File: config.mk
export PLATFORM = sky130hd
export DESIGN_NAME = hbp_ctrl
export DESIGN_NICKNAME = d
export VERILOG_FILES = /design/src/inc/hbp_pkg.sv /design/src/verilog/hbp_ctrl.sv
export SDC_FILE = /design/constraint.sdc
export NUM_CORES = 1
export LEC_CHECK = 0
export ABC_AREA = 1
export BUFFER_PORTS_ARGS = -buffer_cell sky130_fd_sc_hd__buf_4
export CORE_MARGIN = 2
export CORE_UTILIZATION = 55
export DETAILED_ROUTE_END_ITERATION = 8
export PLACE_DENSITY = 0.76
export SLEW_MARGIN = 5
export SYNTH_ARGS = -nofsm -noshare
export SYNTH_HDL_FRONTEND = slang
export SYNTH_SLANG_ARGS = --single-unit
File: constraint.sdc
create_clock -name CLK -period 2.91 [get_ports CLK]
set_clock_uncertainty 0.05 [all_clocks]
set_input_delay 0.4365 -clock CLK [delete_from_list [all_inputs] [get_ports CLK]]
set_output_delay 0.4365 -clock CLK [all_outputs]
set_load 0.1 [all_outputs]
File: src/inc/hbp_pkg.sv
// Package: constants and carrier types for the half-bridge protection and mode block
package hbp_pkg;
  localparam int unsigned NUM_CH = 4;
  localparam int unsigned CLK_HZ = 25_000_000;
  // Deglitch times in ns, converted to cycles (least times round up)
  localparam int unsigned STATIC_DEGLITCH_NS = 5000;
  localparam int unsigned DYNAMIC_DEGLITCH_NS = 200;
  localparam int unsigned PRECHARGE_NS = 400;
  localparam int unsigned CLK_NS = 1_000_000_000 / CLK_HZ;
  localparam int unsigned STATIC_DEGLITCH_CYC = (STATIC_DEGLITCH_NS + CLK_NS - 1) / CLK_NS;
  localparam int unsigned DYNAMIC_DEGLITCH_CYC = (DYNAMIC_DEGLITCH_NS + CLK_NS - 1) / CLK_NS;
  localparam int unsigned PRECHARGE_CYC = (PRECHARGE_NS + CLK_NS - 1) / CLK_NS;
  // Detection delay: base plus step times the selector, in ns
  localparam int unsigned DETECT_DELAY_BASE_NS = 400;
  localparam int unsigned DETECT_DELAY_STEP_NS = 400;
  localparam int unsigned DETECT_DELAY_BASE_CYC = (DETECT_DELAY_BASE_NS + CLK_NS - 1) / CLK_NS;
  localparam int unsigned DETECT_DELAY_STEP_CYC = (DETECT_DELAY_STEP_NS + CLK_NS - 1) / CLK_NS;
  localparam int unsigned CNT_W = 10;
  localparam logic [2:0] THRESHOLD_RESET = 3'h0;
  localparam logic [3:0] DELAY_RESET = 4'h0;

  typedef enum logic [1:0] {
    MODE_SLEEP,
    MODE_NORMAL,
    MODE_FAILSAFE
  } hbp_mode_type;

  // Per-channel configuration B fields
  typedef struct packed {
    logic [2:0] overload_threshold_sel;
    logic [3:0] detect_delay_sel;
  } hbp_cfg_type;

  // Per-channel gate command from the switching sequencer
  typedef struct packed {
    logic high_on;
    logic low_on;
  } hbp_gate_type;

  typedef enum logic [1:0] {
    PH_IDLE,
    PH_PRECHARGE,
    PH_DELAY,
    PH_ON
  } hbp_phase_type;
endpackage : hbp_pkg

File: src/verilog/hbp_ctrl.sv
// Module: overload protection, OFF-state test currents and operating mode control
// Overview of operation
// - Static overload after delay latches bridge off
// - Static overload sets quick status and flag
// - Per-channel three-bit overload threshold select
// - One four-bit detection delay per channel
// - High-side delay starts after precharge ends
// - Low-side delay starts with gate turn-on
// - Uncrossed node at delay end trips bridge
// - Crossed node keeps switches on, no flag
// - Static and dynamic share the same flags
// - Fault holds until flag read and re-enable, or normal entry
// - Test currents only in normal, no global fault
// - Any test current kills high-side active pulldowns
// - High and low test currents may coexist
// - Test sources only on odd bridges
// - Live node state readable in eight bits
// - Sleep after power-on, outputs disabled
// - Reset input rising wakes into normal
// - Normal entry clears settings, sets reset flag
// - Failsafe when awake and serial fail or request
// - Failsafe disables gates, tests, pump, writes
// - Status kept and readable in failsafe
// - Watchdog toggle with request and serial fail low exits failsafe
`timescale 1ns/1ps
`default_nettype none
module hbp_ctrl #(
  parameter int unsigned NUM_CH = hbp_pkg::NUM_CH
) (
  // Clock, reset and enable
  input wire logic CLK,
  input wire logic ARST_N,
  input wire logic CLK_EN,
  // Mode control pins and serial link status
  input wire logic RESET_N_IN,
  input wire logic FAILSAFE_REQUEST_IN,
  input wire logic SERIAL_FAILURE,
  input wire logic WATCHDOG_TOGGLE_BIT,
  input wire logic GLOBAL_FAULT,
  // Control writes (taken when CFG_WE is high in normal mode)
  input wire logic CFG_WE,
  input wire hbp_pkg::hbp_cfg_type [NUM_CH-1:0] CFG_IN,
  input wire logic [NUM_CH-1:0] BRIDGE_ENABLE_BIT,
  input wire logic [5:0] DIAG_CONTROL_IN,
  // Gate requests and sensing
  input wire hbp_pkg::hbp_gate_type [NUM_CH-1:0] GATE_REQ,
  input wire logic [NUM_CH-1:0] HIGH_OVERLOAD_CMP,
  input wire logic [NUM_CH-1:0] LOW_OVERLOAD_CMP,
  input wire logic [NUM_CH-1:0] NODE_RISE_CMP,
  input wire logic [NUM_CH-1:0] NODE_FALL_CMP,
  input wire logic [2*NUM_CH-1:0] BRIDGE_NODE_SENSE,
  // Status reads and flag clears
  input wire logic [NUM_CH-1:0] OVERLOAD_READ_CLR,
  // Outputs, with the reset flag read clear input
  output logic [NUM_CH-1:0] HIGH_SIDE_GATE_OUT,
  output logic [NUM_CH-1:0] LOW_SIDE_GATE_OUT,
  output logic [NUM_CH-1:0] HIGH_ACTIVE_PULLDOWN_EN,
  output logic [NUM_CH-1:0] HIGH_TEST_CURRENT_EN,
  output logic [NUM_CH-1:0] LOW_TEST_CURRENT_EN,
  output logic SWITCHED_PUMP_OUT,
  output logic PUMP_EN,
  output logic WRITE_ACCEPT,
  output hbp_pkg::hbp_mode_type MODE,
  output hbp_pkg::hbp_cfg_type [NUM_CH-1:0] CFG_OUT,
  output logic [NUM_CH-1:0] HIGH_OVERLOAD_FLAG,
  output logic [NUM_CH-1:0] LOW_OVERLOAD_FLAG,
  output logic [NUM_CH-1:0] BRIDGE_QUICK_STATUS,
  output logic RESET_OCCURRED_FLAG,
  input wire logic RESET_FLAG_READ_CLR,
  output logic [7:0] NODE_STATUS_REG
);

  ////////////////////////////////////////////////////////////////////////////////
  // Input synchronisers: two flops on every pin-side input except GLOBAL_FAULT
  localparam int unsigned SW = 4 + 4 * NUM_CH + 2 * NUM_CH;
  logic [SW-1:0] sync1_q, sync1_d, sync2_q, sync2_d;
  logic rst_s, fsr_s, spf_s, wd_s;
  logic [NUM_CH-1:0] hcmp_s, lcmp_s, rise_s, fall_s;
  logic [2*NUM_CH-1:0] node_s;

  always_comb begin
    sync1_d = {RESET_N_IN, FAILSAFE_REQUEST_IN, SERIAL_FAILURE, WATCHDOG_TOGGLE_BIT,
               HIGH_OVERLOAD_CMP, LOW_OVERLOAD_CMP, NODE_RISE_CMP, NODE_FALL_CMP,
               BRIDGE_NODE_SENSE};
    sync2_d = sync1_q;
  end

  always_ff @(posedge CLK or negedge ARST_N) begin
    if (!ARST_N) begin
      sync1_q <= '0;
      sync2_q <= '0;
    end else if (CLK_EN) begin
      sync1_q <= sync1_d;
      sync2_q <= sync2_d;
    end
  end

  assign {rst_s, fsr_s, spf_s, wd_s, hcmp_s, lcmp_s, rise_s, fall_s, node_s} = sync2_q;

  ////////////////////////////////////////////////////////////////////////////////
  // Operating mode machine
  hbp_pkg::hbp_mode_type mode_q, mode_d;
  logic rst_prev_q, rst_prev_d, wd_prev_q, wd_prev_d, rcf_q, rcf_d, clear_all;

  always_comb begin
    mode_d = mode_q;
    rst_prev_d = rst_s;
    wd_prev_d = wd_s;
    clear_all = 1'b0;
    unique case (mode_q)
      hbp_pkg::MODE_SLEEP: begin
        if (rst_s && !rst_prev_q) begin
          mode_d = hbp_pkg::MODE_NORMAL;
          clear_all = 1'b1;
        end
      end
      hbp_pkg::MODE_NORMAL: begin
        if (!rst_s) begin
          mode_d = hbp_pkg::MODE_SLEEP;
        end else if (spf_s || fsr_s) begin
          mode_d = hbp_pkg::MODE_FAILSAFE;
        end
      end
      hbp_pkg::MODE_FAILSAFE: begin
        if (!rst_s) begin
          mode_d = hbp_pkg::MODE_SLEEP;
        end else if (!fsr_s && !spf_s && (wd_s != wd_prev_q)) begin
          mode_d = hbp_pkg::MODE_NORMAL;
          clear_all = 1'b1;
        end
      end
    endcase
    // Set wins over a same-cycle read clear
    rcf_d = clear_all ? 1'b1 : (RESET_FLAG_READ_CLR ? 1'b0 : rcf_q);
  end

  always_ff @(posedge CLK or negedge ARST_N) begin
    if (!ARST_N) begin
      mode_q <= hbp_pkg::MODE_SLEEP;
      rst_prev_q <= 1'b0;
      wd_prev_q <= 1'b0;
      rcf_q <= 1'b0;
    end else if (CLK_EN) begin
      mode_q <= mode_d;
      rst_prev_q <= rst_prev_d;
      wd_prev_q <= wd_prev_d;
      rcf_q <= rcf_d;
    end
  end

  logic normal;
  assign normal = (mode_q == hbp_pkg::MODE_NORMAL);

  ////////////////////////////////////////////////////////////////////////////////
  // Control registers: writes only in normal mode, cleared on normal entry
  hbp_pkg::hbp_cfg_type [NUM_CH-1:0] cfg_q, cfg_d;
  logic [NUM_CH-1:0] en_q, en_d;
  logic [5:0] diag_q, diag_d;

  always_comb begin
    cfg_d = cfg_q;
    en_d = en_q;
    diag_d = diag_q;
    if (clear_all || mode_q == hbp_pkg::MODE_SLEEP) begin
      for (int i = 0; i < NUM_CH; i++) begin
        cfg_d[i].overload_threshold_sel = hbp_pkg::THRESHOLD_RESET;
        cfg_d[i].detect_delay_sel = hbp_pkg::DELAY_RESET;
      end
      en_d = '0;
      diag_d = '0;
    end else if (CFG_WE && normal) begin
      cfg_d = CFG_IN;
      en_d = BRIDGE_ENABLE_BIT;
      diag_d = DIAG_CONTROL_IN;
    end
  end

  always_ff @(posedge CLK or negedge ARST_N) begin
    if (!ARST_N) begin
      cfg_q <= '0;
      en_q <= '0;
      diag_q <= '0;
    end else if (CLK_EN) begin
      cfg_q <= cfg_d;
      en_q <= en_d;
      diag_q <= diag_d;
    end
  end

  ////////////////////////////////////////////////////////////////////////////////
  // Per-channel switching phase, overload detection and fault latch
  logic [NUM_CH-1:0] hflag_q, lflag_q, qsb_q, tripped_q, hg_q, lg_q;
  logic [NUM_CH-1:0] hflag_d, lflag_d, qsb_d, tripped_d, hg_d, lg_d;

  for (genvar c = 0; c < NUM_CH; c++) begin : g_ch
    hbp_pkg::hbp_phase_type ph_q, ph_d;
    logic [hbp_pkg::CNT_W-1:0] cnt_q, cnt_d, dly_cyc;
    logic [hbp_pkg::CNT_W-1:0] sdg_q, sdg_d;
    logic is_high_q, is_high_d, want_h, want_l, allowed, trip_dyn, trip_stat, cmp;

    // Delay count from selector
    assign dly_cyc = hbp_pkg::CNT_W'(hbp_pkg::DETECT_DELAY_BASE_CYC
                     + hbp_pkg::DETECT_DELAY_STEP_CYC * cfg_q[c].detect_delay_sel);
    assign allowed = normal && en_q[c] && !tripped_q[c];
    assign want_h = allowed && GATE_REQ[c].high_on;
    assign want_l = allowed && GATE_REQ[c].low_on && !GATE_REQ[c].high_on;
    assign cmp = is_high_q ? hcmp_s[c] : lcmp_s[c];

    // Phase sequencer; a request drop returns to idle at once
    always_comb begin
      ph_d = ph_q;
      cnt_d = cnt_q;
      is_high_d = is_high_q;
      sdg_d = '0;
      trip_dyn = 1'b0;
      trip_stat = 1'b0;
      unique case (ph_q)
        hbp_pkg::PH_IDLE: begin
          if (want_h) begin
            ph_d = hbp_pkg::PH_PRECHARGE;
            is_high_d = 1'b1;
            cnt_d = hbp_pkg::CNT_W'(hbp_pkg::PRECHARGE_CYC);
          end else if (want_l) begin
            ph_d = hbp_pkg::PH_DELAY;
            is_high_d = 1'b0;
            cnt_d = dly_cyc + hbp_pkg::CNT_W'(hbp_pkg::DYNAMIC_DEGLITCH_CYC);
          end
        end
        hbp_pkg::PH_PRECHARGE: begin
          if (cnt_q <= 1) begin
            ph_d = hbp_pkg::PH_DELAY;
            cnt_d = dly_cyc + hbp_pkg::CNT_W'(hbp_pkg::DYNAMIC_DEGLITCH_CYC);
          end else begin
            cnt_d = cnt_q - 1'b1;
          end
        end
        hbp_pkg::PH_DELAY: begin
          // Node sampled over the deglitch window that ends the delay
          if (cnt_q <= hbp_pkg::CNT_W'(hbp_pkg::DYNAMIC_DEGLITCH_CYC)
              && (is_high_q ? !rise_s[c] : !fall_s[c])) begin
            if (cnt_q <= 1) begin
              trip_dyn = 1'b1;
            end else begin
              cnt_d = cnt_q - 1'b1;
            end
          end else if (cnt_q <= hbp_pkg::CNT_W'(hbp_pkg::DYNAMIC_DEGLITCH_CYC)) begin
            ph_d = hbp_pkg::PH_ON;
          end else begin
            cnt_d = cnt_q - 1'b1;
          end
        end
        hbp_pkg::PH_ON: begin
          sdg_d = cmp ? sdg_q + 1'b1 : '0;
          if (cmp && sdg_q + 1'b1 >= hbp_pkg::CNT_W'(hbp_pkg::STATIC_DEGLITCH_CYC)) begin
            trip_stat = 1'b1;
          end
        end
      endcase
      if (trip_dyn || trip_stat || !(is_high_q ? want_h : want_l)) begin
        ph_d = hbp_pkg::PH_IDLE;
        sdg_d = '0;
      end
      // Gates follow the phase; both off on a trip
      hg_d[c] = (ph_d != hbp_pkg::PH_IDLE) && is_high_d;
      lg_d[c] = (ph_d != hbp_pkg::PH_IDLE) && !is_high_d;
      // Shared flags, set beats read clear
      hflag_d[c] = ((trip_dyn || trip_stat) && is_high_q)
                   || (hflag_q[c] && !OVERLOAD_READ_CLR[c]);
      lflag_d[c] = ((trip_dyn || trip_stat) && !is_high_q)
                   || (lflag_q[c] && !OVERLOAD_READ_CLR[c]);
      qsb_d[c] = hflag_d[c] || lflag_d[c];
      // Fault lock lifts once flags are read and the enable is cleared, or on normal entry
      tripped_d[c] = trip_dyn || trip_stat
                     || (tripped_q[c] && (hflag_d[c] || lflag_d[c] || en_q[c]));
      if (clear_all) begin
        hflag_d[c] = 1'b0;
        lflag_d[c] = 1'b0;
        qsb_d[c] = 1'b0;
        tripped_d[c] = 1'b0;
      end
    end

    always_ff @(posedge CLK or negedge ARST_N) begin
      if (!ARST_N) begin
        ph_q <= hbp_pkg::PH_IDLE;
        cnt_q <= '0;
        sdg_q <= '0;
        is_high_q <= 1'b0;
      end else if (CLK_EN) begin
        ph_q <= ph_d;
        cnt_q <= cnt_d;
        sdg_q <= sdg_d;
        is_high_q <= is_high_d;
      end
    end

    // Test sources exist on odd bridges only (index 0, 2 are bridges 1, 3)
    if (c % 2 == 0 && c / 2 < 3) begin : g_tst
      // Normal mode with no global fault gates both enables
      assign HIGH_TEST_CURRENT_EN[c] = normal && !GLOBAL_FAULT && diag_q[2 * (c / 2)];
      assign LOW_TEST_CURRENT_EN[c] = normal && !GLOBAL_FAULT && diag_q[2 * (c / 2) + 1];
    end else begin : g_notst
      assign HIGH_TEST_CURRENT_EN[c] = 1'b0;
      assign LOW_TEST_CURRENT_EN[c] = 1'b0;
    end
  end

  // Flags hold across failsafe until a read clear or normal entry; gates drop to idle as requests are refused
  always_ff @(posedge CLK or negedge ARST_N) begin
    if (!ARST_N) begin
      hflag_q <= '0;
      lflag_q <= '0;
      qsb_q <= '0;
      tripped_q <= '0;
      hg_q <= '0;
      lg_q <= '0;
    end else if (CLK_EN) begin
      hflag_q <= hflag_d;
      lflag_q <= lflag_d;
      qsb_q <= qsb_d;
      tripped_q <= tripped_d;
      hg_q <= hg_d;
      lg_q <= lg_d;
    end
  end

  ////////////////////////////////////////////////////////////////////////////////
  // Outputs; gates gated by mode for an immediate failsafe cut
  assign HIGH_SIDE_GATE_OUT = hg_q & {NUM_CH{normal}};
  assign LOW_SIDE_GATE_OUT = lg_q & {NUM_CH{normal}};
  assign HIGH_ACTIVE_PULLDOWN_EN = {NUM_CH{~|(HIGH_TEST_CURRENT_EN | LOW_TEST_CURRENT_EN)}};
  assign SWITCHED_PUMP_OUT = normal;
  assign PUMP_EN = normal;
  assign WRITE_ACCEPT = normal;
  assign MODE = mode_q;
  assign CFG_OUT = cfg_q;
  assign HIGH_OVERLOAD_FLAG = hflag_q;
  assign LOW_OVERLOAD_FLAG = lflag_q;
  assign BRIDGE_QUICK_STATUS = qsb_q;
  assign RESET_OCCURRED_FLAG = rcf_q;
  // Live, unlatched node comparators
  assign NODE_STATUS_REG = 8'(node_s);

endmodule : hbp_ctrl
`default_nettype wire

* After elaboration in Yosys (flattened, before gate mapping)
Index checks and enable logic that the tools add are counted.
** Cells by class
- Add/sub/neg operators :: 16
- Multiply operators :: 4
- Order comparisons :: 12
- Eq/ne operators :: 30
- Mux-type cells :: 146
- Bitwise operators :: 3
- Reduce and logical (&&, ||, !) cells :: 155
** Operators with widths (count)
- 10-bit 2-to-1 mux :: 36
- 10-bit case mux with 3 select lines :: 4
- 1-bit logical AND :: 65
- 1-bit 2-to-1 mux :: 65
- 2-bit 2-to-1 mux :: 29
- 28-bit 2-to-1 mux :: 2
- 10-bit by 1-bit adder with 10-bit output, second input constant :: 4
- 9-bit by 3-bit adder with 10-bit output, second input constant :: 4
- 10-bit by 7-bit >= comparator with 1-bit output, second input constant :: 4
- 10-bit by 1-bit <= comparator with 1-bit output, second input constant :: 4
- 10-bit by 3-bit <= comparator with 1-bit output, second input constant :: 4
- 10-bit by 1-bit subtractor with 10-bit output, second input constant :: 4
- 3-bit != test, second input constant :: 13
- 1-bit logical NOT :: 37
- 4-bit by 8-bit adder with 9-bit output, first input constant :: 4
- 1-bit logical OR :: 30
- 2-bit case mux with 3 select lines :: 5
- 3-bit by 4-bit multiplier with 7-bit output, first input constant :: 4
- 5-bit AND reduction :: 4
- 2-bit equality test, second input constant :: 9
- 4-bit 2-to-1 mux :: 4
- 2-bit nonzero test :: 6
- 3-bit nonzero test :: 4
- 2-bit by 1-bit equality test with 1-bit output, second input constant :: 5
- 10 further kinds :: 16
** Word-level totals
- Bits in registers :: 213

* Longest topological paths before layout
Gate-level depths: netlist of the first run.
- Depth in word-level cells :: 13
- Gate-level depth with buffers :: 16

* Worst setup path after synthesis of the first run
OpenSTA, ideal clock, no wires.
- Kind :: flip-flop to output port
- From :: register mode_q[1], in the netlist MODE[1]
- To :: output port HIGH_ACTIVE_PULLDOWN_EN[1]
- Arrival time :: 6.007 ns
- Data required time :: 2.424 ns
- Path slack :: -3.584 ns
- Stages on the path, launching flop included :: 9
- Path through :: dfrtp_1 > inv_1 > nand2_1 > clkbuf_1 > nor2_1 > inv_1 > nor2_1 > nor4_1 > buf_4
** On the way
- Word-level cells in the longest chain between the ends :: 6
** RTL lines
- start: declaration :: line hbp_ctrl.sv:102 : hbp_pkg::hbp_mode_type mode_q, mode_d;
- start signal: assignment :: line hbp_ctrl.sv:139 : mode_q <= hbp_pkg::MODE_SLEEP;
- start signal: assignment :: line hbp_ctrl.sv:144 : mode_q <= mode_d;
- 2-bit by 1-bit equality test with 1-bit output :: line hbp_ctrl.sv:152 : assign normal = (mode_q == hbp_pkg::MODE_NORMAL);
- 1-bit logical AND (2 in a row) :: line hbp_ctrl.sv:300 : assign HIGH_TEST_CURRENT_EN[c] = normal && !GLOBAL_FAULT && diag_q[2 * (c / 2)];
- via HIGH_TEST_CURRENT_EN[0] :: line hbp_ctrl.sv:58 : output logic [NUM_CH-1:0] HIGH_TEST_CURRENT_EN,
- 3-bit OR :: line hbp_ctrl.sv:331 : assign HIGH_ACTIVE_PULLDOWN_EN = {NUM_CH{~|(HIGH_TEST_CURRENT_EN | LOW_TEST_CURRENT_EN)}};
- 4-bit OR reduction :: line hbp_ctrl.sv:331
- 1-bit logical NOT :: line hbp_ctrl.sv:331
- end: declaration :: line hbp_ctrl.sv:57 : output logic [NUM_CH-1:0] HIGH_ACTIVE_PULLDOWN_EN,
The timed path passes the listed nets, and every way through them passes these cells.

* Final worst setup path of the first run
- From :: register mode_q[0], in the netlist MODE[0]
- To :: output port HIGH_ACTIVE_PULLDOWN_EN[3]
** On the way
- Word-level cells in the longest chain between the ends :: 6
** RTL lines (line)
- 2-bit by 1-bit equality test with 1-bit output * :: hbp_ctrl.sv:152
- 1-bit logical AND * :: hbp_ctrl.sv:300, hbp_ctrl.sv:301
- 1-bit logical AND (on tied branches) :: hbp_ctrl.sv:300, hbp_ctrl.sv:301
- 3-bit OR * :: hbp_ctrl.sv:331
- 4-bit OR reduction * :: hbp_ctrl.sv:331
- 1-bit logical NOT * :: hbp_ctrl.sv:331
Mark *: on every way between the ends. The rest lies on a longest branch, timed or not.

==> results of run 1 <==
[how the worst max path moves through the flow]
stage	startpoint	endpoint	slack (ps)	cells after the start
final	MODE[0]	HIGH_ACTIVE_PULLDOWN_EN[3]	100	7
after global routing	MODE[0]	HIGH_ACTIVE_PULLDOWN_EN[2]	-20	7
after CTS	MODE[0]	HIGH_ACTIVE_PULLDOWN_EN[3]	80	7
after detailed placement	MODE[1]	g_ch[0].cnt_q[5]	520	12
after global placement	MODE[1]	g_ch[0].cnt_q[5]	560	12
after floorplan	MODE[1]	HIGH_ACTIVE_PULLDOWN_EN[3]	-510	8
[registers in the layout, indices dropped and copies added (netlist names)]
signal	flops
HIGH_OVERLOAD_FLAG	4
tripped_q	4
g_ch.is_high_q	4
BRIDGE_QUICK_STATUS	4
LOW_OVERLOAD_FLAG	4
diag_q	4
CFG_OUT	28
RESET_OCCURRED_FLAG	1
wd_prev_q	1
g_ch.sdg_q	40
sync2_q	28
hg_q	4
sync1_q	28
g_ch.cnt_q	40
MODE	2
en_q	4
rst_prev_q	1
g_ch.ph_q	8
lg_q	4
[where the power goes]
part,internal [mW],total [mW],leakage (nW),switching [mW]
Clock,2.14,3.43,0.448,1.28
Combinational,1.80,6.57,4.43,4.77
Sequential,3.55,4.09,2.76,0.550
[metal layers]
metal / track usage (%) / part of all wire, % / wire length, um
met1: 35.8 / 45 / 14300
met2: 44.1 / 47 / 15100
met3: 3.61 / 5.1 / 1620
met4: 7.38 / 2.5 / 805
met5: 0 / 0 / 0
[through the flow]
step	hold slack, ps	cell area [um2]
after floorplan	90.9	13000
after global placement	410	14300
after detailed placement	410	14300
after CTS	41.3	15300
after global routing	44.2	15300
final	51.1	15300
[layout make-up]
type                            instances  share of cell area [%]
Clock inverter                          9                    1.11
Sequential cell                       213                    35.0
Clock buffer                           35                    4.87
Inverter                              257                    6.34
Multi-Input combinational cell       1175                    41.5
Timing Repair Buffer                  172                    8.61
Tap cell                              313                    2.57
[layout by cell type, fill, tap and decap left out, drive strengths merged, types with 24 or more instances in the layout]
cell	count
a21oi	28
o22ai	31
nor2	154
ha	56
clkbuf	35
buf	171
dfrtp	213
nand3	111
xor2	24
nand2	434
o21ai	191
inv	259
[worst register-to-register path, stage by stage, from the launching register on]
cell and delay [ps]:
dfrtp_1 400, inv_1 120, ha_1 250, nor2_1 90
nor3_1 130, nand3_1 90, nor2_1 180, nand2_1 170
o21ai_0 260, inv_1 160, nor4_1 310, o21ai_0 160
nand2_1 90
[cells in the mapped netlist (2+ instances only)]
cell | instances | area share [%]
fa_1 | 4 | 0.62
o21bai_1 | 8 | 0.47
buf_2 | 7 | 0.27
o21ai_1 | 11 | 0.43
buf_6 | 2 | 0.17
a22oi_1 | 6 | 0.35
buf_4 | 18 | 1.0
nor2_4 | 6 | 0.52
dfrtp_1 | 213 | 41
o21ai_0 | 176 | 6.8
xnor2_1 | 16 | 1.1
a22o_1 | 2 | 0.14
buf_1 | 3 | 0.087
a211oi_1 | 6 | 0.35
o2111ai_1 | 2 | 0.14
o22ai_1 | 30 | 1.5
mux2i_1 | 4 | 0.31
nor4_1 | 8 | 0.39
o21ai_2 | 4 | 0.27
clkbuf_1 | 30 | 0.87
nor3b_1 | 4 | 0.23
nor2_1 | 137 | 4.0
o211ai_2 | 2 | 0.19
nand4_1 | 21 | 1.0
inv_1 | 254 | 7.4
o221ai_1 | 10 | 0.68
o31ai_2 | 2 | 0.19
xor2_1 | 24 | 1.6
a21oi_1 | 27 | 1.0
ha_1 | 56 | 5.4
nand2_2 | 9 | 0.44
nor3_1 | 12 | 0.47
o211ai_1 | 13 | 0.76
a31oi_1 | 6 | 0.29
nand3_1 | 104 | 4.0
o31ai_1 | 3 | 0.17
nand2_1 | 425 | 12
nand3_2 | 7 | 0.54
inv_2 | 2 | 0.058
nor2_2 | 11 | 0.53
[logic make-up (layout without fill, tap and decap cells)]
| group | count (synthesis) | in the layout |
|---|---|---|
| AOI/OAI and AO/OA | 314 | 314 |
| other | 1 | 4 |
| buffers and inverters | 317 | 473 |
| adders and majority gates | 60 | 60 |
| xor gates and xnor gates | 40 | 40 |
| muxes | 4 | 4 |
| and+or+nand+nor | 753 | 753 |
| DFF | 213 | 213 |
[repair_timing]
action	4_1_cts	5_1_grt
hold endpoints to repair	79	0
endpoints found under the setup margin	0	4
hold buffers	1	0
==> flow_summary_export.csv, run 1 <==
group,metric,value,unit
status,outcome,"finished, final reports clean",
clocking,clockRootBuffer,"clkbuf_16",
timing,period_minus_slack,2810,ps
synthesis,yosys_warnings,0,
clocking,clk_path_buf_depth,3,
timing,worst-slew-pin-transition,1020,ps
finish,n_fill_cell,1885,
clocking,cts.reportedPaths.clkPinSlew,60,ps
timing,slew_headroom,31.7,%
synthesis,synthXorXnorAreaFrac,2.72,%
min_path,holdPathStages,3,
timing,fmaxAchievable,356,MHz
critical_path,worstSetupPathType,"reg2out",
route,drt_drc_violations_left,0,
critical_path,worstReg2RegStart,"g_ch[0].cnt_q[0]",
synthesis,synthesis.area_per_instance,7.56,um2
finish,final_layout_size_suffix_gt1_share,14.9,%
route,detail_route.iter0.violations,651,
synthesis,ys_ff_latch,213,
critical_path,critical_path.cell_chain,"nand2_2 -> buf_4 -> nor2_4 -> inv_4 -> nor2_4 -> nor4_4 -> buf_4",
die,die_width,157,um
placement,place.detailed.hpwl,23100,um
synthesis,synth_sequential_area_ratio,41.4,%
synthesis,post_synth_and_or_nand_nor_area_fraction,25.3,%
route,ant_nets,0,
placement,port_buffers,151,
route,vias_per_cell,5.34,
power_and_ir_drop,totalPowerFinal,14.1,mW
clocking,ctsHtreeMaxLevel,1,
die,placement_rows,55,
finish,final-seq-area,5340,um2
timing,fin_setup_tns,0,ps
synthesis,synth_enable_flop_cells,0,
global_route,grt_first_pass_wirelength,53400,um
placement,place_inst,2129,
clocking,post-cts-setup-buffers,0,
route,routed_wirelength,31900,um
critical_path,worstSetupStartpointType,"register",
synthesis,post_synth_instance_area,12900,um2
critical_path,crit_buf_inv,3,
power_and_ir_drop,p_leak,7.64,nW
synthesis,synth_fa_ha_area_share,6.07,%
finish,cell_count_final_fillers_out,2174,
timing,timing.final.max_slew_violations,0,
job,maxCapViolCount,0,
power_and_ir_drop,power_density,923,nW/um2
synthesis,yosys_most_used_dff,"dfrtp_1",
global_route,antenna_found_initial,0,
min_path,hold_path_startpoint,"NODE_RISE_CMP[2]",
synthesis,mux_share_of_post_synthesis_cell_area,0.311,%
critical_path,timing.rr.end,"g_ch[0].cnt_q[8]",
finish,multi_input_comb_area,6330,um2
min_path,timing.hold.worst.class,"in2reg",
placement,place_congestion,0.915,
timing,timing_hold_violations_final,0,
timing,timing.final.crit_share,96.4,%
critical_path,cpPeakStageDelay,500,ps
finish,design.final.nets,1988,
die,placeableCoreArea,22800,um2
global_route,via_count_of_the_first_global_routing_pass,11300,
synthesis,synth_top_family_by_area,"simple AND/OR/NAND/NOR gates",
clocking,numCtsBuffers,25,
global_route,grt_max_degree,85,
route,wl_per_cell,14.7,um
timing,setup_viol,0,
route,first_pass_iters,5,
min_path,min_delay_worst_endpoint,"sync1_q[14]",
timing,rsz0062_at_grt,"true",
timing,post-route-worst-setup-slack,105,ps
die,dieArea,24600,um2
clocking,num_clock_sinks,213,
critical_path,regToRegSetupSlack,390,ps
finish,antenna-diode-count,0,
clocking,post_cts.resized_instances,0,
synthesis,synth_cell_type_count,57,
critical_path,timing.critical_path.slowest_stage_cell,"dfrtp_4",
synthesis,compound_cell_area_share_of_the_yosys_netlist,14.2,%
power_and_ir_drop,vdd_drop_max,0.990,mV
die,top_level_ports,158,
critical_path,cp_max_fo,12,
global_route,overflow,0,
placement,placement.setup.worst_slack,517,ps
critical_path,cp_data_arrival_time,2320,ps
synthesis,async_reset_ff_share,100,%
clocking,clkLatencyLatePin,540,ps
critical_path,end_kind,"output pin",
die,initial_utilization,56.5,%
critical_path,timing.reg2reg.worst_path_depth,12,
global_route,grt_util_all_layers,26.3,%
clocking,tritoncts,"done",
route,dr_total_vias,11600,
synthesis,syn-instance-count,1702,
die,die_height,157,um
finish,area_growth,18.5,%
critical_path,critical-path-top-delay-family,"buffers and inverters",
critical_path,required_time_worst_endpoint,2420,ps
finish,fin_util,67.0,%
No activity file was read; power rests on OpenSTA's default activity.
==> inputs of run 2 (changes only) <==
- BUFFER_PORTS_ARGS: -buffer_cell sky130_fd_sc_hd__buf_4 -> not set
- DONT_BUFFER_PORTS: not set -> 1
- PLACE_DENSITY: 0.76 -> 0.7
==> run 2 against run 1 <==
  * The flow now finishes with violations (hold timing)
  * Sequential cell count stayed put
  * Die area stayed put
  * Register-to-register slack worse by 160 ps
  * Cell count is 3.1% lower
  * Combinational power is 9.6% lower
  * Hold slack worse by 490 ps
  * Wire length is 0.50% lower
  * Count of clock-buffer cells in the layout is 4 lower
  * Sequential share of layout area is 0.92 points higher
  * Core utilization is 1.7 points lower
  * Maximum frequency is 1.2% higher
==> flow_summary_export.csv, run 2 (synthesis results as in run 1) <==
group,metric,value,unit
status,outcome,"finished with violations",
status,violations,"hold timing",
clocking,cts.reportedPaths.clkPinSlew,60,ps
critical_path,worstReg2RegStart,"MODE[1]",
route,routed_wirelength,31700,um
global_route,met3_track_demand_over_resource,5.31,%
timing,fin_setup_tns,0,ps
timing,final.hold.worst_slack,-443,ps
timing,slew_headroom,29.8,%
finish,final_common_cell,"nand2_1",
timing,post-route-worst-setup-slack,138,ps
global_route,grt_max_degree,214,
route,ant_nets,0,
critical_path,worstSetupStartpointType,"register",
route,detail_route.iter0.violations,893,
route,first_pass_iters,6,
timing,worst-slew-pin-transition,1050,ps
critical_path,end_kind,"output pin",
timing,timing.final.max_slew_violations,0,
die,placeableCoreArea,22800,um2
route,vias_per_cell,5.38,
placement,place.detailed.hpwl,22000,um
clocking,clk_path_buf_depth,3,
power_and_ir_drop,p_leak,7.27,nW
global_route,grt_first_pass_wirelength,52300,um
clocking,clockRootBuffer,"clkbuf_16",
finish,mostFrequentLayoutCells,"nand2_1 (424), inv_1 (252), dfrtp_1 (210), o21ai_0 (176), nor2_1 (124)",
timing,setup_viol,0,
clocking,cts_hold_buffers,48,
critical_path,cp-startpoint,"MODE[0]",
placement,port_buffers,0,
placement,place_congestion,0.923,
critical_path,required_time_worst_endpoint,2420,ps
finish,cell_count_final_fillers_out,2107,
die,dieArea,24600,um2
global_route,global_route_track_usage_on_met1,35.1,%
global_route,via_count_of_the_first_global_routing_pass,11000,
finish,design_area,14900,um2
die,die_height,157,um
timing,fmaxAchievable,361,MHz
finish,final_layout_size_suffix_gt1_share,9.53,%
critical_path,cp_max_fo,7,
placement,place_inst,2014,
die,placement_rows,55,
job,maxCapViolCount,0,
critical_path,worstSetupPathType,"reg2out",
timing,timing_hold_violations_final,213,
finish,top_registers,"g_ch.cnt_q x40, g_ch.sdg_q x40",
placement,dpl-instance-area,13500,um2
global_route,overflow,0,
timing,timing.final.crit_share,95.2,%
timing,rsz0062_at_grt,"false",
route,wl_per_cell,15.1,um
placement,placement.setup.worst_slack,374,ps
power_and_ir_drop,power_density,924,nW/um2
global_route,antenna_found_initial,0,
clocking,tritoncts,"done",
die,top_level_ports,158,
clocking,num_clock_sinks,213,
global_route,top_usage_layer,"met2",
die,initial_utilization,56.5,%
power_and_ir_drop,vdd_drop_max,1.75,mV
finish,area_growth,15.5,%
route,drt_drc_violations_left,0,
global_route,global_route.usage.met2,42.5,%
critical_path,cp_data_arrival_time,2290,ps
route,dr_total_vias,11300,
clocking,numCtsBuffers,25,
timing,period_minus_slack,2770,ps
finish,design.final.nets,1920,
min_path,timing.hold.worst.class,"in2async",
die,die_width,157,um
finish,antenna-diode-count,0,
global_route,grt_util_all_layers,25.9,%
clocking,clkLatencyLatePin,550,ps
clocking,ctsHtreeMaxLevel,1,
run 2: cell count changes in the layout (fill, tap and decap cells not counted), sizes merged:
cell | before | now
inv | 259 | 258
bufinv | 4 | 2
dlygate4sd3 | 1 | 47
clkbuf | 35 | 31
buf | 171 | 57
clkinv | 2 | 10
run 2: area by class of cell:
type	count	area, um2
Timing Repair Buffer	104	995
Sequential cell	213	5340
Inverter	257	967
Clock inverter	14	141
Multi-Input combinational cell	1175	6350
Clock buffer	31	678
Fill cell	1940	7910
Tap cell	313	392
run 2: stage by stage:
stage / hold slack (ps) / total power [mW] / utilization [%]
final: -443 / 13.7 / 65.3
after global routing: -465 / 14.5 / 65.3
after CTS: -468 / 13.7 / 65.2
after detailed placement: 104 / 10.5 / 59.5
after global placement: 103 / 10.4 / 59.5
after floorplan: 90.9 / 9.18 / -
run 2: per-layer routing:
layer | share of wire, % | up-vias
met4 | 2.4 | 0
met3 | 6.9 | 48
met2 | 46 | 313
met5 | 0 | -
met1 | 45 | 5320
li1 | - | 5647
run 2: final timing paths:
| kind | depth (start not counted) | slack, ps | end |
|---|---|---|---|
| max | 7 | 140 | HIGH_ACTIVE_PULLDOWN_EN[2] |
| min | 0 | -440 | g_ch[0].sdg_q[8] |
| max reg2reg | 12 | 230 | g_ch[0].cnt_q[5] |
| min reg2reg | 2 | 420 | sync1_q[13] |
| max in group asynchronous | 0 | 2860 | MODE[0] |
| min in group CLK | 2 | 10 | CFG_OUT[9] |
run 2: what timing repair did:
item,CTS,global route
endpoints found under the setup margin,0,1
resized for setup,0,1
setup buffers,0,0
endpoints found under the hold margin,321,213
run 2: worst max-delay path, stage by stage (launching register included):
cell     delay, ps
dfrtp_4        500
nand2_2        230
nor2_4          80
inv_4          110
nor2_4          60
nor4_4         270
buf_4          240
buf_6          250
run 2: power by group:
| group | switching (mW) | internal [mW] | leakage [nW] |
|---|---|---|---|
| registers | 1.13 | 3.53 | 2.76 |
| clock network | 1.29 | 1.84 | 0.411 |
| logic | 4.13 | 1.81 | 4.10 |
==> inputs of run 3 (changes only) <==
- clock period: 2.91 -> 2.8 ns (I/O delays scaled with it)
==> run 3 against run 2 <==
  * The run still ends with hold timing left
  * Critical path type unchanged
  * Wire length shrank 0.59%
  * Critical path depth is the same
  * Hold slack lost 20 ps
  * Cell count grew 0.62%
  * Highest routed layer unchanged
  * Cell area grew 1.8%
  * Combinational power grew 4.5%
  * Core utilization grew 1.2 points
  * Count of clock-buffer cells in the layout grew 4
  * First-iteration DRC count shrank 9.1%
  * Sequential cell count is the same
  * Power grew 8.0%
==> flow_summary_export.csv, run 3 (synthesis results as in run 1) <==
group,metric,value,unit
critical_path,regToRegSetupSlack,270,ps
critical_path,timing.rr.end,"g_ch[0].cnt_q[8]",
placement,place_congestion,0.913,
global_route,overflow,0,
clocking,clk_path_buf_depth,3,
route,first_pass_iters,5,
clocking,ctsHtreeMaxLevel,1,
timing,post-route-worst-setup-slack,121,ps
power_and_ir_drop,p_int,8.01,mW
timing,slew_headroom,34.5,%
clocking,clkLatencyLatePin,530,ps
route,vias_per_cell,5.35,
timing,final.hold.worst_slack,-463,ps
finish,design.final.nets,1932,
clocking,post-cts-setup-buffers,0,
status,violations,"hold timing",
global_route,grt_util_all_layers,25.9,%
finish,top_registers,"g_ch.cnt_q x40, g_ch.sdg_q x40",
timing,worst-slew-pin-transition,983,ps
placement,placement.setup.worst_slack,282,ps
power_and_ir_drop,p_switching,6.82,mW
placement,dpl-instance-area,13600,um2
power_and_ir_drop,power_density,980,nW/um2
timing,setup_viol,0,
min_path,timing.hold.worst.class,"in2async",
die,top_level_ports,158,
clocking,cts_hold_buffers,57,
finish,final_layout_size_suffix_gt1_share,9.96,%
global_route,antenna_found_initial,0,
finish,n_fill_cell,1858,
route,routed_wirelength,31600,um
finish,antenna-diode-count,0,
power_and_ir_drop,switching_fraction,46.0,%
timing,period_minus_slack,2680,ps
global_route,grt_max_degree,214,
critical_path,worstReg2RegStart,"g_ch[0].cnt_q[0]",
clocking,tritoncts,"done",
route,ant_nets,0,
job,maxCapViolCount,0,
placement,port_buffers,0,
power_and_ir_drop,p_leak,7.38,nW
power_and_ir_drop,totalPowerFinal,14.8,mW
finish,design_area,15100,um2
finish,fin_util,66.4,%
placement,place.detailed.hpwl,21900,um
power_and_ir_drop,power_frac_comb,41.9,%
placement,place_inst,2017,
status,outcome,"finished with violations",
power_and_ir_drop,vdd_drop_max,1.67,mV
die,placeableCoreArea,22800,um2
finish,cell_count_final_fillers_out,2120,
die,die_width,157,um
critical_path,cpPeakStageDelay,510,ps
critical_path,worstSetupStartpointType,"register",
clocking,clockRootBuffer,"clkbuf_16",
power_and_ir_drop,clock_share_of_power,25.3,%
timing,timing.final.crit_share,95.7,%
finish,mostFrequentLayoutCells,"nand2_1 (424), inv_1 (252), dfrtp_1 (203), o21ai_0 (176), nor2_1 (124)",
critical_path,cp_max_fo,8,
timing,fin_setup_tns,0,ps
critical_path,critical_path.cell_chain,"nand2_4 -> nor2_4 -> inv_4 -> nor2_4 -> nor4_4 -> buf_4 -> buf_8",
critical_path,timing.critical_path.slowest_stage_cell,"dfrtp_4",
die,placement_rows,55,
die,dieArea,24600,um2
route,drt_drc_violations_left,0,
timing,timing_hold_violations_final,213,
timing,rsz0062_at_grt,"false",
critical_path,timing.reg2reg.worst_path_depth,12,
finish,area_growth,17.6,%
finish,final_common_cell,"nand2_1",
critical_path,end_kind,"output pin",
timing,timing.final.max_slew_violations,0,
critical_path,worstSetupPathType,"reg2out",
die,initial_utilization,56.5,%
clocking,cts.reportedPaths.clkPinSlew,60,ps
critical_path,critical-path-top-cell-by-count,"nor2_4",
clocking,num_clock_sinks,213,
route,detail_route.iter0.violations,812,
global_route,via_count_of_the_first_global_routing_pass,10800,
route,dr_total_vias,11300,
critical_path,required_time_worst_endpoint,2330,ps
route,wl_per_cell,14.9,um
timing,fmaxAchievable,373,MHz
global_route,grt_first_pass_wirelength,52000,um
critical_path,cp_data_arrival_time,2210,ps
power_and_ir_drop,share_seq_of_total_power,32.8,%
clocking,numCtsBuffers,25,
die,die_height,157,um
-- run 3: area by class of cell --
class / count / area (um2) / area share [%]
multi-input combinational: 1175 / 6360 / 42.0
sequential: 213 / 5350 / 35.3
timing repair buffer: 116 / 1110 / 7.34
inverter: 257 / 967 / 6.39
clock buffer: 35 / 713 / 4.71
tap: 313 / 392 / 2.59
clock inverter: 11 / 245 / 1.62
-- run 3: critical path, delay by kind of cell (launching register included) --
family / cells / cell delay (ps)
buf+inv: 3 / 570
flops: 1 / 510
simple gates: 4 / 590
-- run 3: repair_timing --
| item | in CTS | in global routing |
|---|---|---|
| endpoints found under the hold margin | 329 | 213 |
| resized for setup | 2 | 1 |
| setup endpoints to repair | 1 | 1 |
-- run 3: layer usage --
| metal | global-route usage [%] | wire, um | share of wire, % | vias up |
|---|---|---|---|---|
| li1 | - | - | - | 5661 |
| met1 | 35.7 | 14200 | 45 | 5355 |
| met2 | 41.7 | 14700 | 47 | 273 |
| met3 | 5.23 | 1840 | 5.8 | 56 |
| met4 | 7.56 | 788 | 2.5 | 0 |
| met5 | 0 | 0 | 0 | - |
-- run 3: worst max-delay path by stage --
| stage | from | to | slack [ps] | cells past startpoint |
|---|---|---|---|---|
| 4_1_cts | MODE[0] | HIGH_ACTIVE_PULLDOWN_EN[2] | 50 | 7 |
| 2_1_floorplan | MODE[1] | HIGH_ACTIVE_PULLDOWN_EN[3] | -610 | 8 |
| 6_report | MODE[0] | HIGH_ACTIVE_PULLDOWN_EN[2] | 120 | 7 |
| 3_3_place_gp | MODE[1] | g_ch[0].cnt_q[5] | 340 | 12 |
| 5_1_grt | MODE[0] | HIGH_ACTIVE_PULLDOWN_EN[2] | 20 | 7 |
| 3_5_place_dp | MODE[1] | g_ch[0].cnt_q[5] | 280 | 12 |
-- run 3: power by group through the flow --
stage	sequential (mW)	combinational, mW	clock [mW]
4_1_cts	4.86	6.16	3.82
5_1_grt	4.95	6.76	3.95
2_1_floorplan	5.50	4.06	0
3_5_place_dp	4.90	6.03	0
6_report	4.87	6.21	3.75
3_3_place_gp	4.88	5.94	0
